[config.mk]
export PLATFORM = sky130hd
export DESIGN_NAME = apsg_ctrl
export DESIGN_NICKNAME = d
export VERILOG_FILES = /design/src/inc/apsg_pkg.sv /design/src/logic/apsg_ctrl.sv /design/src/logic/apsg_pulse_gen.sv
export VERILOG_INCLUDE_DIRS = /design/src /design/src/inc
export SDC_FILE = /design/constraint.sdc
export NUM_CORES = 1
export LEC_CHECK = 0
export ABC_AREA = 0
export ABC_CLOCK_PERIOD_IN_PS = 5560
export BUFFER_PORTS_ARGS = -buffer_cell sky130_fd_sc_hd__buf_2
export CAP_MARGIN = 20
export CORE_UTILIZATION = 35
export DETAILED_ROUTE_END_ITERATION = 12
export GPL_ROUTABILITY_DRIVEN = 0
export PLACE_DENSITY = 0.57
export SLEW_MARGIN = 10
export SYNTH_ARGS = -nofsm -noshare
export SYNTH_HDL_FRONTEND = slang
export SYNTH_SLANG_ARGS = --single-unit
[constraint.sdc]
create_clock -name mclk_i -period 5.56 [get_ports mclk_i]
set_clock_uncertainty 0.1 [all_clocks]
set_input_delay 0.834 -clock mclk_i [delete_from_list [all_inputs] [get_ports mclk_i]]
set_output_delay 0.834 -clock mclk_i [all_outputs]
set_load 0.02 [all_outputs]
[src/inc/apsg_regs.svh]
// Register map, field positions, reset values and timing figures of the auxiliary pin and SDA GPIO block.
// Assumes a 100 MHz core clock and byte-wide registers on the codec's internal register port.
`ifndef APSG_REGS_SVH
`define APSG_REGS_SVH

`define APSG_ADDR_W 7
`define APSG_ADDR_AUX2 7'h63
`define APSG_ADDR_EXTA 7'h64
`define APSG_DATA_W 8

`define APSG_SEL_MSB 7
`define APSG_SEL_LSB 4
`define APSG_SEL_W 4
`define APSG_GPO_BIT 3
`define APSG_GPI_BIT 2
`define APSG_RPT_BIT 1
`define APSG_RSV_BIT 0

`define APSG_SDA_MSB 7
`define APSG_SDA_LSB 6
`define APSG_SDA_W 2
`define APSG_SDA_OUT_BIT 5
`define APSG_SDA_IN_BIT 4

`define APSG_SEL_RST 4'h0
`define APSG_SDA_RST 2'h0
`define APSG_BIT_RST 1'h0
`define APSG_RDATA_RST 8'h00

`define APSG_NPIN 3
`define APSG_PIN_AUX 0
`define APSG_PIN_SDA 1
`define APSG_PIN_SEL 2
`define APSG_SYNC_W 3

`define APSG_CLK_KHZ 100000
`define APSG_PULSE_US 2000
`define APSG_HS_PULSE_US 1750
`define APSG_CNT_W 18

`endif

[src/inc/apsg_pkg.sv]
// Types of the auxiliary pin and SDA GPIO block.
// Assumes apsg_regs.svh for widths; holds no logic.
package apsg_pkg;

	typedef enum logic [3:0]
	{
		SEL_OFF = 4'h0,
		SEL_RSV = 4'h1,
		SEL_HS_IRQ = 4'h2,
		SEL_GPI = 4'h3,
		SEL_GPO = 4'h4,
		SEL_DMIC_A = 4'h5,
		SEL_DMIC_B = 4'h6,
		SEL_DMIC_C = 4'h7,
		SEL_BCLK = 4'h8,
		SEL_HS_BTN = 4'h9,
		SEL_ALL = 4'hA,
		SEL_SC_AGC = 4'hB,
		SEL_HS_BTN_SC = 4'hC,
		SEL_SC = 4'hD,
		SEL_AGC = 4'hE,
		SEL_BTN = 4'hF
	} apsg_sel_t;

	typedef enum logic [1:0]
	{
		SDA_NONE = 2'h0,
		SDA_GPI = 2'h1,
		SDA_GPO = 2'h2,
		SDA_RSV = 2'h3
	} apsg_sda_t;

	typedef enum logic [1:0]
	{
		PST_IDLE = 2'b00,
		PST_HIGH = 2'b01,
		PST_LOW = 2'b10
	} apsg_pst_t;

endpackage

[src/logic/apsg_ctrl.sv]
// Control of the second auxiliary pin and of SDA used as a general-purpose pin.
// Assumes a byte register port on mclk_i, interrupt sources and serial clocks on mclk_i, pins asynchronous.
`timescale 1ns/10ps
`include "apsg_regs.svh"

// Notes on behaviour
// - The four-bit selector resets to zero, leaving the pin disabled, and code 0001 is reserved.
// - Code 0011 makes the pin a general input and code 0100 drives it from the stored output bit.
// - Codes 0101 to 0111 take microphone data from the pin on both edges of the modulator clock.
// - Code 1000 gives the pin to the serial bit clock, its direction following master or slave setup.
// - Code 0010 drives the headset-detect interrupt high on the pin for about 1.75 ms.
// - Code 1001 drives the OR of the headset and button interrupts.
// - Code 1010 drives the OR of all four sources and code 1011 the OR of short circuit and noise.
// - Code 1101 drives the short-circuit interrupt alone, while 1100 and 1111 are read as best guessed.
// - Bit 3 of the auxiliary register, zero after reset, sets the level driven in output mode.
// - Bit 2 of the auxiliary register reads the level on the pin while it is a general input.
// - Bit 1 picks one pulse of about 2 ms (1.75 ms under code 0010) per event, or pulses repeating until the flags are read.
// - Bits 7 and 6 of the second register set SDA unused, input or output, with 11 reserved.
// - Bit 5 sets the SDA output level, where one only releases the open-drain pin.
// - The SDA controls act only while the bus select input is high, that is in SPI mode.
// - Bit 4 of the second register reads the SDA level while SDA is a general input in SPI mode.
module apsg_ctrl
#(
	parameter int unsigned PULSE_CYC = `APSG_PULSE_US * (`APSG_CLK_KHZ / 1000),
	parameter int unsigned HS_PULSE_CYC = `APSG_HS_PULSE_US * (`APSG_CLK_KHZ / 1000)
)
(
	input wire logic mclk_i,
	input wire logic srst_i,
	input wire logic [`APSG_ADDR_W-1:0] reg_addr_i,
	input wire logic reg_wr_i,
	input wire logic reg_rd_i,
	input wire logic [`APSG_DATA_W-1:0] reg_wdata_i,
	output logic [`APSG_DATA_W-1:0] reg_rdata_o,
	input wire logic spi_mode_i,
	input wire logic irq_headset_i,
	input wire logic irq_button_i,
	input wire logic irq_short_i,
	input wire logic irq_agc_i,
	input wire logic irq_flags_read_i,
	input wire logic dmic_clk_i,
	input wire logic bclk_master_i,
	input wire logic bclk_out_i,
	output logic bclk_in_o,
	output logic dmic_data_o,
	output logic dmic_valid_o,
	input wire logic aux_pin_two_in_i,
	output logic aux_pin_two_out_o,
	output logic aux_pin_two_oe_o,
	input wire logic sda_in_i,
	output logic sda_out_o,
	output logic sda_oe_o
);
	import apsg_pkg::*;

	logic [`APSG_NPIN-1:0] pin_raw;
	logic [`APSG_NPIN-1:0] pin_filt;
	apsg_sel_t sel_q, sel_d;
	logic gpo_q, gpo_d;
	logic rpt_q, rpt_d;
	logic rsv_q, rsv_d;
	apsg_sda_t sda_mode_q, sda_mode_d;
	logic sda_val_q, sda_val_d;
	logic irq_now;
	logic irq_prev_q;
	logic irq_trig;
	logic pulse;
	logic [`APSG_CNT_W-1:0] pulse_len;
	logic aux_gpi;
	logic sda_gpi;
	logic sda_drive_low;
	logic aux_out_q, aux_out_d;
	logic aux_oe_q, aux_oe_d;
	logic sda_oe_q, sda_oe_d;
	logic bclk_in_q, bclk_in_d;
	logic dmic_clk_q;
	logic dmic_data_q, dmic_data_d;
	logic dmic_valid_q, dmic_valid_d;
	logic [`APSG_DATA_W-1:0] rdata_q, rdata_d;

	assign pin_raw = {spi_mode_i, sda_in_i, aux_pin_two_in_i};

	// Three-stage synchronisers; a new level is taken only when the last two stages agree.
	genvar gi;
	generate
		for (gi = 0; gi < `APSG_NPIN; gi = gi + 1)
		begin : g_sync
			logic [`APSG_SYNC_W-1:0] sync_q, sync_d;
			logic filt_q, filt_d;
			always_comb
			begin
				sync_d = {sync_q[`APSG_SYNC_W-2:0], pin_raw[gi]};
				filt_d = (sync_q[`APSG_SYNC_W-2] == sync_q[`APSG_SYNC_W-1]) ? sync_q[`APSG_SYNC_W-1] : filt_q;
			end
			always_ff @(posedge mclk_i)
			begin
				if (srst_i)
				begin
					sync_q <= '0;
					filt_q <= `APSG_BIT_RST;
				end
				else
				begin
					sync_q <= sync_d;
					filt_q <= filt_d;
				end
			end
			assign pin_filt[gi] = filt_q;
		end
	endgenerate

	// Register writes; a reserved code is stored but drives nothing.
	always_comb
	begin
		sel_d = sel_q;
		gpo_d = gpo_q;
		rpt_d = rpt_q;
		rsv_d = rsv_q;
		sda_mode_d = sda_mode_q;
		sda_val_d = sda_val_q;
		if (reg_wr_i && reg_addr_i == `APSG_ADDR_AUX2)
		begin
			sel_d = apsg_sel_t'(reg_wdata_i[`APSG_SEL_MSB:`APSG_SEL_LSB]);
			gpo_d = reg_wdata_i[`APSG_GPO_BIT];
			rpt_d = reg_wdata_i[`APSG_RPT_BIT];
			rsv_d = reg_wdata_i[`APSG_RSV_BIT];
		end
		if (reg_wr_i && reg_addr_i == `APSG_ADDR_EXTA)
		begin
			sda_mode_d = apsg_sda_t'(reg_wdata_i[`APSG_SDA_MSB:`APSG_SDA_LSB]);
			sda_val_d = reg_wdata_i[`APSG_SDA_OUT_BIT];
		end
	end

	always_ff @(posedge mclk_i)
	begin
		if (srst_i)
		begin
			sel_q <= apsg_sel_t'(`APSG_SEL_RST);
			gpo_q <= `APSG_BIT_RST;
			rpt_q <= `APSG_BIT_RST;
			rsv_q <= `APSG_BIT_RST;
			sda_mode_q <= apsg_sda_t'(`APSG_SDA_RST);
			sda_val_q <= `APSG_BIT_RST;
		end
		else
		begin
			sel_q <= sel_d;
			gpo_q <= gpo_d;
			rpt_q <= rpt_d;
			rsv_q <= rsv_d;
			sda_mode_q <= sda_mode_d;
			sda_val_q <= sda_val_d;
		end
	end

	// Interrupt source combination for the selected code.
	always_comb
	begin
		unique case (sel_q)
			SEL_HS_IRQ: irq_now = irq_headset_i;
			SEL_HS_BTN: irq_now = irq_headset_i | irq_button_i;
			SEL_ALL: irq_now = irq_headset_i | irq_button_i | irq_short_i | irq_agc_i;
			SEL_SC_AGC: irq_now = irq_short_i | irq_agc_i;
			SEL_HS_BTN_SC: irq_now = irq_headset_i | irq_button_i | irq_short_i;
			SEL_SC: irq_now = irq_short_i;
			SEL_AGC: irq_now = irq_agc_i;
			SEL_BTN: irq_now = irq_button_i;
			default: irq_now = 1'b0;
		endcase
	end

	// Only the rising edge of the combined source starts a pulse, so a held source fires once.
	assign irq_trig = irq_now & ~irq_prev_q;
	assign pulse_len = (sel_q == SEL_HS_IRQ) ? `APSG_CNT_W'(HS_PULSE_CYC) : `APSG_CNT_W'(PULSE_CYC);

	apsg_pulse_gen apsg_pulse_gen_i
	(
		.mclk_i(mclk_i),
		.srst_i(srst_i),
		.trig_i(irq_trig),
		.rpt_en_i(rpt_q),
		.stop_i(irq_flags_read_i),
		.len_i(pulse_len),
		.pulse_o(pulse)
	);

	assign aux_gpi = (sel_q == SEL_GPI) ? pin_filt[`APSG_PIN_AUX] : 1'b0;
	assign sda_gpi = (pin_filt[`APSG_PIN_SEL] && sda_mode_q == SDA_GPI) ? pin_filt[`APSG_PIN_SDA] : 1'b0;
	// The SDA driver can only pull low, so a one in the output bit just releases the pin.
	assign sda_drive_low = pin_filt[`APSG_PIN_SEL] && sda_mode_q == SDA_GPO && !sda_val_q;

	// Pin drive, serial clock and microphone sampling.
	always_comb
	begin
		aux_out_d = 1'b0;
		aux_oe_d = 1'b0;
		bclk_in_d = 1'b0;
		dmic_valid_d = 1'b0;
		dmic_data_d = dmic_data_q;
		unique case (sel_q)
			SEL_GPO:
			begin
				aux_oe_d = 1'b1;
				aux_out_d = gpo_q;
			end
			SEL_DMIC_A, SEL_DMIC_B, SEL_DMIC_C:
				if (dmic_clk_i != dmic_clk_q)
				begin
					dmic_valid_d = 1'b1;
					dmic_data_d = pin_filt[`APSG_PIN_AUX];
				end
			SEL_BCLK:
			begin
				aux_oe_d = bclk_master_i;
				aux_out_d = bclk_master_i & bclk_out_i;
				bclk_in_d = bclk_master_i ? 1'b0 : pin_filt[`APSG_PIN_AUX];
			end
			SEL_HS_IRQ, SEL_HS_BTN, SEL_ALL, SEL_SC_AGC, SEL_HS_BTN_SC, SEL_SC, SEL_AGC, SEL_BTN:
			begin
				aux_oe_d = 1'b1;
				aux_out_d = pulse;
			end
			default:
				aux_oe_d = 1'b0;
		endcase
		sda_oe_d = sda_drive_low;
	end

	// Register reads; the answer holds until the next read strobe.
	always_comb
	begin
		rdata_d = rdata_q;
		if (reg_rd_i)
		begin
			rdata_d = `APSG_RDATA_RST;
			if (reg_addr_i == `APSG_ADDR_AUX2)
			begin
				rdata_d[`APSG_SEL_MSB:`APSG_SEL_LSB] = sel_q;
				rdata_d[`APSG_GPO_BIT] = gpo_q;
				rdata_d[`APSG_GPI_BIT] = aux_gpi;
				rdata_d[`APSG_RPT_BIT] = rpt_q;
				rdata_d[`APSG_RSV_BIT] = rsv_q;
			end
			else if (reg_addr_i == `APSG_ADDR_EXTA)
			begin
				rdata_d[`APSG_SDA_MSB:`APSG_SDA_LSB] = sda_mode_q;
				rdata_d[`APSG_SDA_OUT_BIT] = sda_val_q;
				rdata_d[`APSG_SDA_IN_BIT] = sda_gpi;
			end
		end
	end

	always_ff @(posedge mclk_i)
	begin
		if (srst_i)
		begin
			irq_prev_q <= `APSG_BIT_RST;
			aux_out_q <= `APSG_BIT_RST;
			aux_oe_q <= `APSG_BIT_RST;
			sda_oe_q <= `APSG_BIT_RST;
			bclk_in_q <= `APSG_BIT_RST;
			dmic_clk_q <= `APSG_BIT_RST;
			dmic_data_q <= `APSG_BIT_RST;
			dmic_valid_q <= `APSG_BIT_RST;
			rdata_q <= `APSG_RDATA_RST;
		end
		else
		begin
			irq_prev_q <= irq_now;
			aux_out_q <= aux_out_d;
			aux_oe_q <= aux_oe_d;
			sda_oe_q <= sda_oe_d;
			bclk_in_q <= bclk_in_d;
			dmic_clk_q <= dmic_clk_i;
			dmic_data_q <= dmic_data_d;
			dmic_valid_q <= dmic_valid_d;
			rdata_q <= rdata_d;
		end
	end

	assign reg_rdata_o = rdata_q;
	assign aux_pin_two_out_o = aux_out_q;
	assign aux_pin_two_oe_o = aux_oe_q;
	assign sda_oe_o = sda_oe_q;
	assign sda_out_o = 1'b0;
	assign bclk_in_o = bclk_in_q;
	assign dmic_data_o = dmic_data_q;
	assign dmic_valid_o = dmic_valid_q;
endmodule

[src/logic/apsg_pulse_gen.sv]
// Interrupt pulse generator: one pulse per event, or repeating pulses until the flags are read.
// Assumes trigger and stop are one-cycle pulses on mclk_i and len_i is at least one.
`timescale 1ns/10ps
`include "apsg_regs.svh"

module apsg_pulse_gen
(
	input wire logic mclk_i,
	input wire logic srst_i,
	input wire logic trig_i,
	input wire logic rpt_en_i,
	input wire logic stop_i,
	input wire logic [`APSG_CNT_W-1:0] len_i,
	output logic pulse_o
);
	import apsg_pkg::*;

	apsg_pst_t st_q, st_d;
	logic [`APSG_CNT_W-1:0] cnt_q, cnt_d;
	logic rep_q, rep_d;
	logic [`APSG_CNT_W-1:0] hi_len_q;

	always_comb
	begin
		st_d = st_q;
		cnt_d = cnt_q;
		rep_d = rep_q;
		if (stop_i)
			rep_d = 1'b0;
		// A new event beside a flags read keeps the repetition alive.
		if (trig_i && rpt_en_i)
			rep_d = 1'b1;
		unique case (st_q)
			PST_IDLE:
				if (trig_i)
				begin
					st_d = PST_HIGH;
					cnt_d = len_i - 1'b1;
				end
			PST_HIGH:
				if (cnt_q == '0)
				begin
					st_d = rep_d ? PST_LOW : PST_IDLE;
					cnt_d = len_i - 1'b1;
				end
				else
					cnt_d = cnt_q - 1'b1;
			PST_LOW:
				if (cnt_q == '0)
				begin
					st_d = rep_d ? PST_HIGH : PST_IDLE;
					cnt_d = len_i - 1'b1;
				end
				else
					cnt_d = cnt_q - 1'b1;
			default:
				st_d = PST_IDLE;
		endcase
	end

	always_ff @(posedge mclk_i)
	begin
		if (srst_i)
		begin
			st_q <= PST_IDLE;
			cnt_q <= '0;
			rep_q <= `APSG_BIT_RST;
		end
		else
		begin
			st_q <= st_d;
			cnt_q <= cnt_d;
			rep_q <= rep_d;
		end
	end

	assign pulse_o = (st_q == PST_HIGH);

	always_ff @(posedge mclk_i)
	begin
		if (srst_i || st_q != PST_HIGH)
			hi_len_q <= '0;
		else
			hi_len_q <= hi_len_q + 1'b1;
	end
endmodule

==> summary.txt <==
Setup path
  – Required @ worst endpoint: 5.70 ns
  – Top delay family on crit path: simple AND/OR/NAND/NOR gates
  – CP Capture Type: flop
  – Crit Path Class: flop to flop
  – Reg2reg start: apsg_pulse_gen_i.cnt_q[11]
  – Arr. time, crit path: 3.05 ns
  – CP max stage delay: 0.77 ns
  – Reg2Reg Setup Slack: 2.66 ns
  – CP max FO: 11
  – Reg2reg path depth: 5
  – Crit. Startpoint: apsg_pulse_gen_i.cnt_q[11]
  – Crit start category: flop
  – Critical Path, Cell by Cell: nor4_1 > nand4_1 > o21ai_1 > nor2_2 > a311oi_1
  – Buf/Inv on CP: 0
  – Slowest CP cell: o21ai_1
  – Reg-to-reg endpoint: apsg_pulse_gen_i.cnt_q[17]

Yosys
  – Post-Syn Nets: 372
  – Syn Inst Count: 337
  – Area leader, netlist: dfxtp_1
  – Synth Flop Type: dfxtp_1
  – Yosys top cell area share: 41.6%
  – Post-synthesis area per instance: 8.42 µm²
  – Asr flop ratio synth: 0%
  – Synth top cells by count: 59 x dfxtp_1, 38 x a21oi_1, 31 x nor2_1
  – Post-synthesis sequential area ratio: 41.6%
  – Cell variety after synth: 69
  – Area contributors post-synth: dfxtp_1 42%, a21oi_1 6.7%, nor2_1 4.1%
  – Most frequent cell after synthesis: dfxtp_1
  – EDFF count, synth: 0
  – Synthesis-stage register bit count: 59
  – Mapped cell area: 2840 µm²
  – Ys Warns: 0

Die
  – Core area: 7770 µm²
  – Die Wd: 92.0 µm
  – Num rows: 32
  – Die area: 8470 µm²
  – Die extent in y: 92.0 µm
  – IO Count: 45
  – Starting Density: 36.5%

Job
  – Maxcap violations: 0

Timing
  – Max-slew headroom: 42.7%
  – RSZ-0062 raised after global routing: false
  – Hold Fails Final Rpt: 0
  – Final worst path period share: 52.2%
  – Max Fclk: 0.344 GHz
  – Worst-Margin Slew: 0.854 ns
  – Slew Viols, Final: 0
  – Finish-stage setup viols: 0
  – Final TNS setup: 0 ns
  – Fin crit period: 2.90 ns

Drt
  – Drt wl/cell: 13.8 µm
  – DRC errors left: 0
  – DR iter-0 viols: 77
  – Post-route ant nets: 0
  – DR vias: 2,558
  – DR vias/cell: 5.34
  – DR pass1 iterations: 4
  – Post-Route WL: 6.62 mm

Hold path
  – HP Class: flop to flop
  – Hold Crit Endpoint: g_sync[2].sync_q[1]
  – Worst Hold Path Cells: 1
  – Hold path start: g_sync[2].sync_q[0]

Place
  – HPWL Detailed: 4.39 mm
  – # placed instances: 463
  – Port Buffers: 42

GRT
  – Initial antenna violation count: 0
  – All-layer global routing usage: 16.9%
  – First-pass GRT wire length: 11.3 mm
  – Overflow after GRT: 0
  – Largest net degree at the start of global routing: 58
  – Vias in the first global route: 2,348

Clock network
  – Reg clk slew, reported paths: 0.07 ns
  – # Post-CTS Setup Buffers: 0
  – Num CTS Buffers: 9
  – H-Tree Level Count: 3
  – CTS tree: done
  – Post_cts resized: 0
  – CTS sink count: 59
  – Clk root buf: clkbuf_8
  – Clk Latency, worst-skew pair: 0.34 ns
  – Max Root-Sink Buffers: 2
  – CTS Hold Buffers Added: 0

Pwr
  – Sw frac: 25.0%
  – P_leak: 1.22 nW
  – Peak VDD IR: 0.000158 V
  – Power Density: 267 nW/µm²
  – Combinational power share: 6.8%
  – Seq pwr share: 49.1%
  – Net Sw Power: 220 µW
  – Clock power share: 44.1%
  – P_int: 659 µW

Cells and area
  – Fraction of layout cells with a size suffix above 1: 20.7%
  – Diode count: 0
  – Area delta synth->final: 16.1%
  – Final nets: 407
  – Final Non-Filler Cells: 479

Outcome
  – Run status: complete, no violations
-- flip-flops by register name, summed over array words and instances, names as in the netlist --
name                    cells
apsg_pulse_gen_i.cnt_q     18
g_sync.sync_q               9
reg_rdata_o                 8
sel_q                       4
g_sync.filt_q               3
apsg_pulse_gen_i.st_q       2
sda_mode_q                  2
apsg_pulse_gen_i.rep_q      1
aux_pin_two_oe_o            1
aux_pin_two_out_o           1
bclk_in_o                   1
dmic_clk_q                  1
dmic_data_o                 1
dmic_valid_o                1
gpo_q                       1
irq_prev_q                  1
rpt_q                       1
rsv_q                       1
sda_oe_o                    1
sda_val_q                   1
-- power by group through the flow --
stage                     Combinational (mW)  Sequential, mW  Clock (mW)
after floorplan                       0.0379           0.443           0
after global placement                0.0591           0.441           0
after detailed placement              0.0597           0.442           0
after CTS                             0.0597           0.432       0.400
after global routing                  0.0656           0.433       0.416
final                                 0.0597           0.432       0.387
-- stage by stage --
step           hold slack, ns  power (mW)  worst slack, ns  utilization (%)  instance area (µm²)
6_report                0.335       0.879             2.66             42.4                 3290
5_1_grt                 0.353       0.914             2.30             42.4                 3290
4_1_cts                 0.340       0.892             2.70             42.4                 3290
3_5_place_dp            0.322       0.501             2.72             39.9                 3100
3_3_place_gp            0.316       0.501             2.72             39.9                 3100
2_1_floorplan           0.314       0.480             3.16                -                 2840
-- worst max path at each step --
| stage | cells past startpoint | slack, ns | endpoint |
|---|---|---|---|
| floorplan | 6 | 3.16 | apsg_pulse_gen_i.cnt_q[14] |
| global placement | 7 | 2.72 | apsg_pulse_gen_i.cnt_q[17] |
| detailed placement | 7 | 2.72 | apsg_pulse_gen_i.cnt_q[14] |
| CTS | 5 | 2.70 | apsg_pulse_gen_i.cnt_q[17] |
| global route | 5 | 2.30 | apsg_pulse_gen_i.cnt_q[8] |
| finish | 5 | 2.66 | apsg_pulse_gen_i.cnt_q[17] |
-- logic make-up (layout without fill, tap and decap cells) --
| family | after synthesis | in the layout | synth area share (%) |
|---|---|---|---|
| AND/OR/NAND/NOR | 137 | 137 | 26.2 |
| AO/OA/AOI/OAI | 101 | 101 | 23.3 |
| flip-flops | 59 | 59 | 41.6 |
| buffers and inverters | 27 | 67 | 4.06 |
| multiplexers | 6 | 6 | 2.16 |
| adder cells (fa/ha/maj) | 5 | 5 | 2.21 |
| other | 1 | 1 | 0.132 |
| XOR/XNOR | 1 | 1 | 0.309 |
-- cell usage in the layout, fill, tap and decap left out, types with 3 or more instances in the layout --
cell / count
o21ai_1: 9
inv_1: 6
ha_1: 5
nand4_1: 3
mux2i_1: 5
o22ai_1: 3
nor2b_1: 13
nor4_1: 5
clkinvlp_4: 3
or4_1: 3
nand3_1: 16
a21oi_1: 38
clkbuf_8: 9
a211oi_1: 4
nor3_1: 5
dfxtp_1: 59
nand2_1: 30
buf_2: 42
o21ai_0: 14
a311oi_1: 6
nor2_1: 31
nand2b_1: 8
and4_1: 3
-- per-layer routing --
metal	GRT usage, %	vias to the layer above	share of wire [%]
li1	-	1292	-
met1	22.8	1196	49
met2	26.1	64	46
met3	5.06	6	4.4
met4	4.69	0	0.79
met5	0	-	0
-- final cells by class --
cell class                      instances  area, µm²
Clock buffer                           10        128
Clock inverter                          6       66.3
Fill cell                             809       4470
Inverter                                7       26.3
Multi-Input combinational cell        251       1540
Sequential cell                        59       1180
Tap cell                              102        128
Timing Repair Buffer                   44        225
Note: power is estimated with default switching activity, not from simulation.
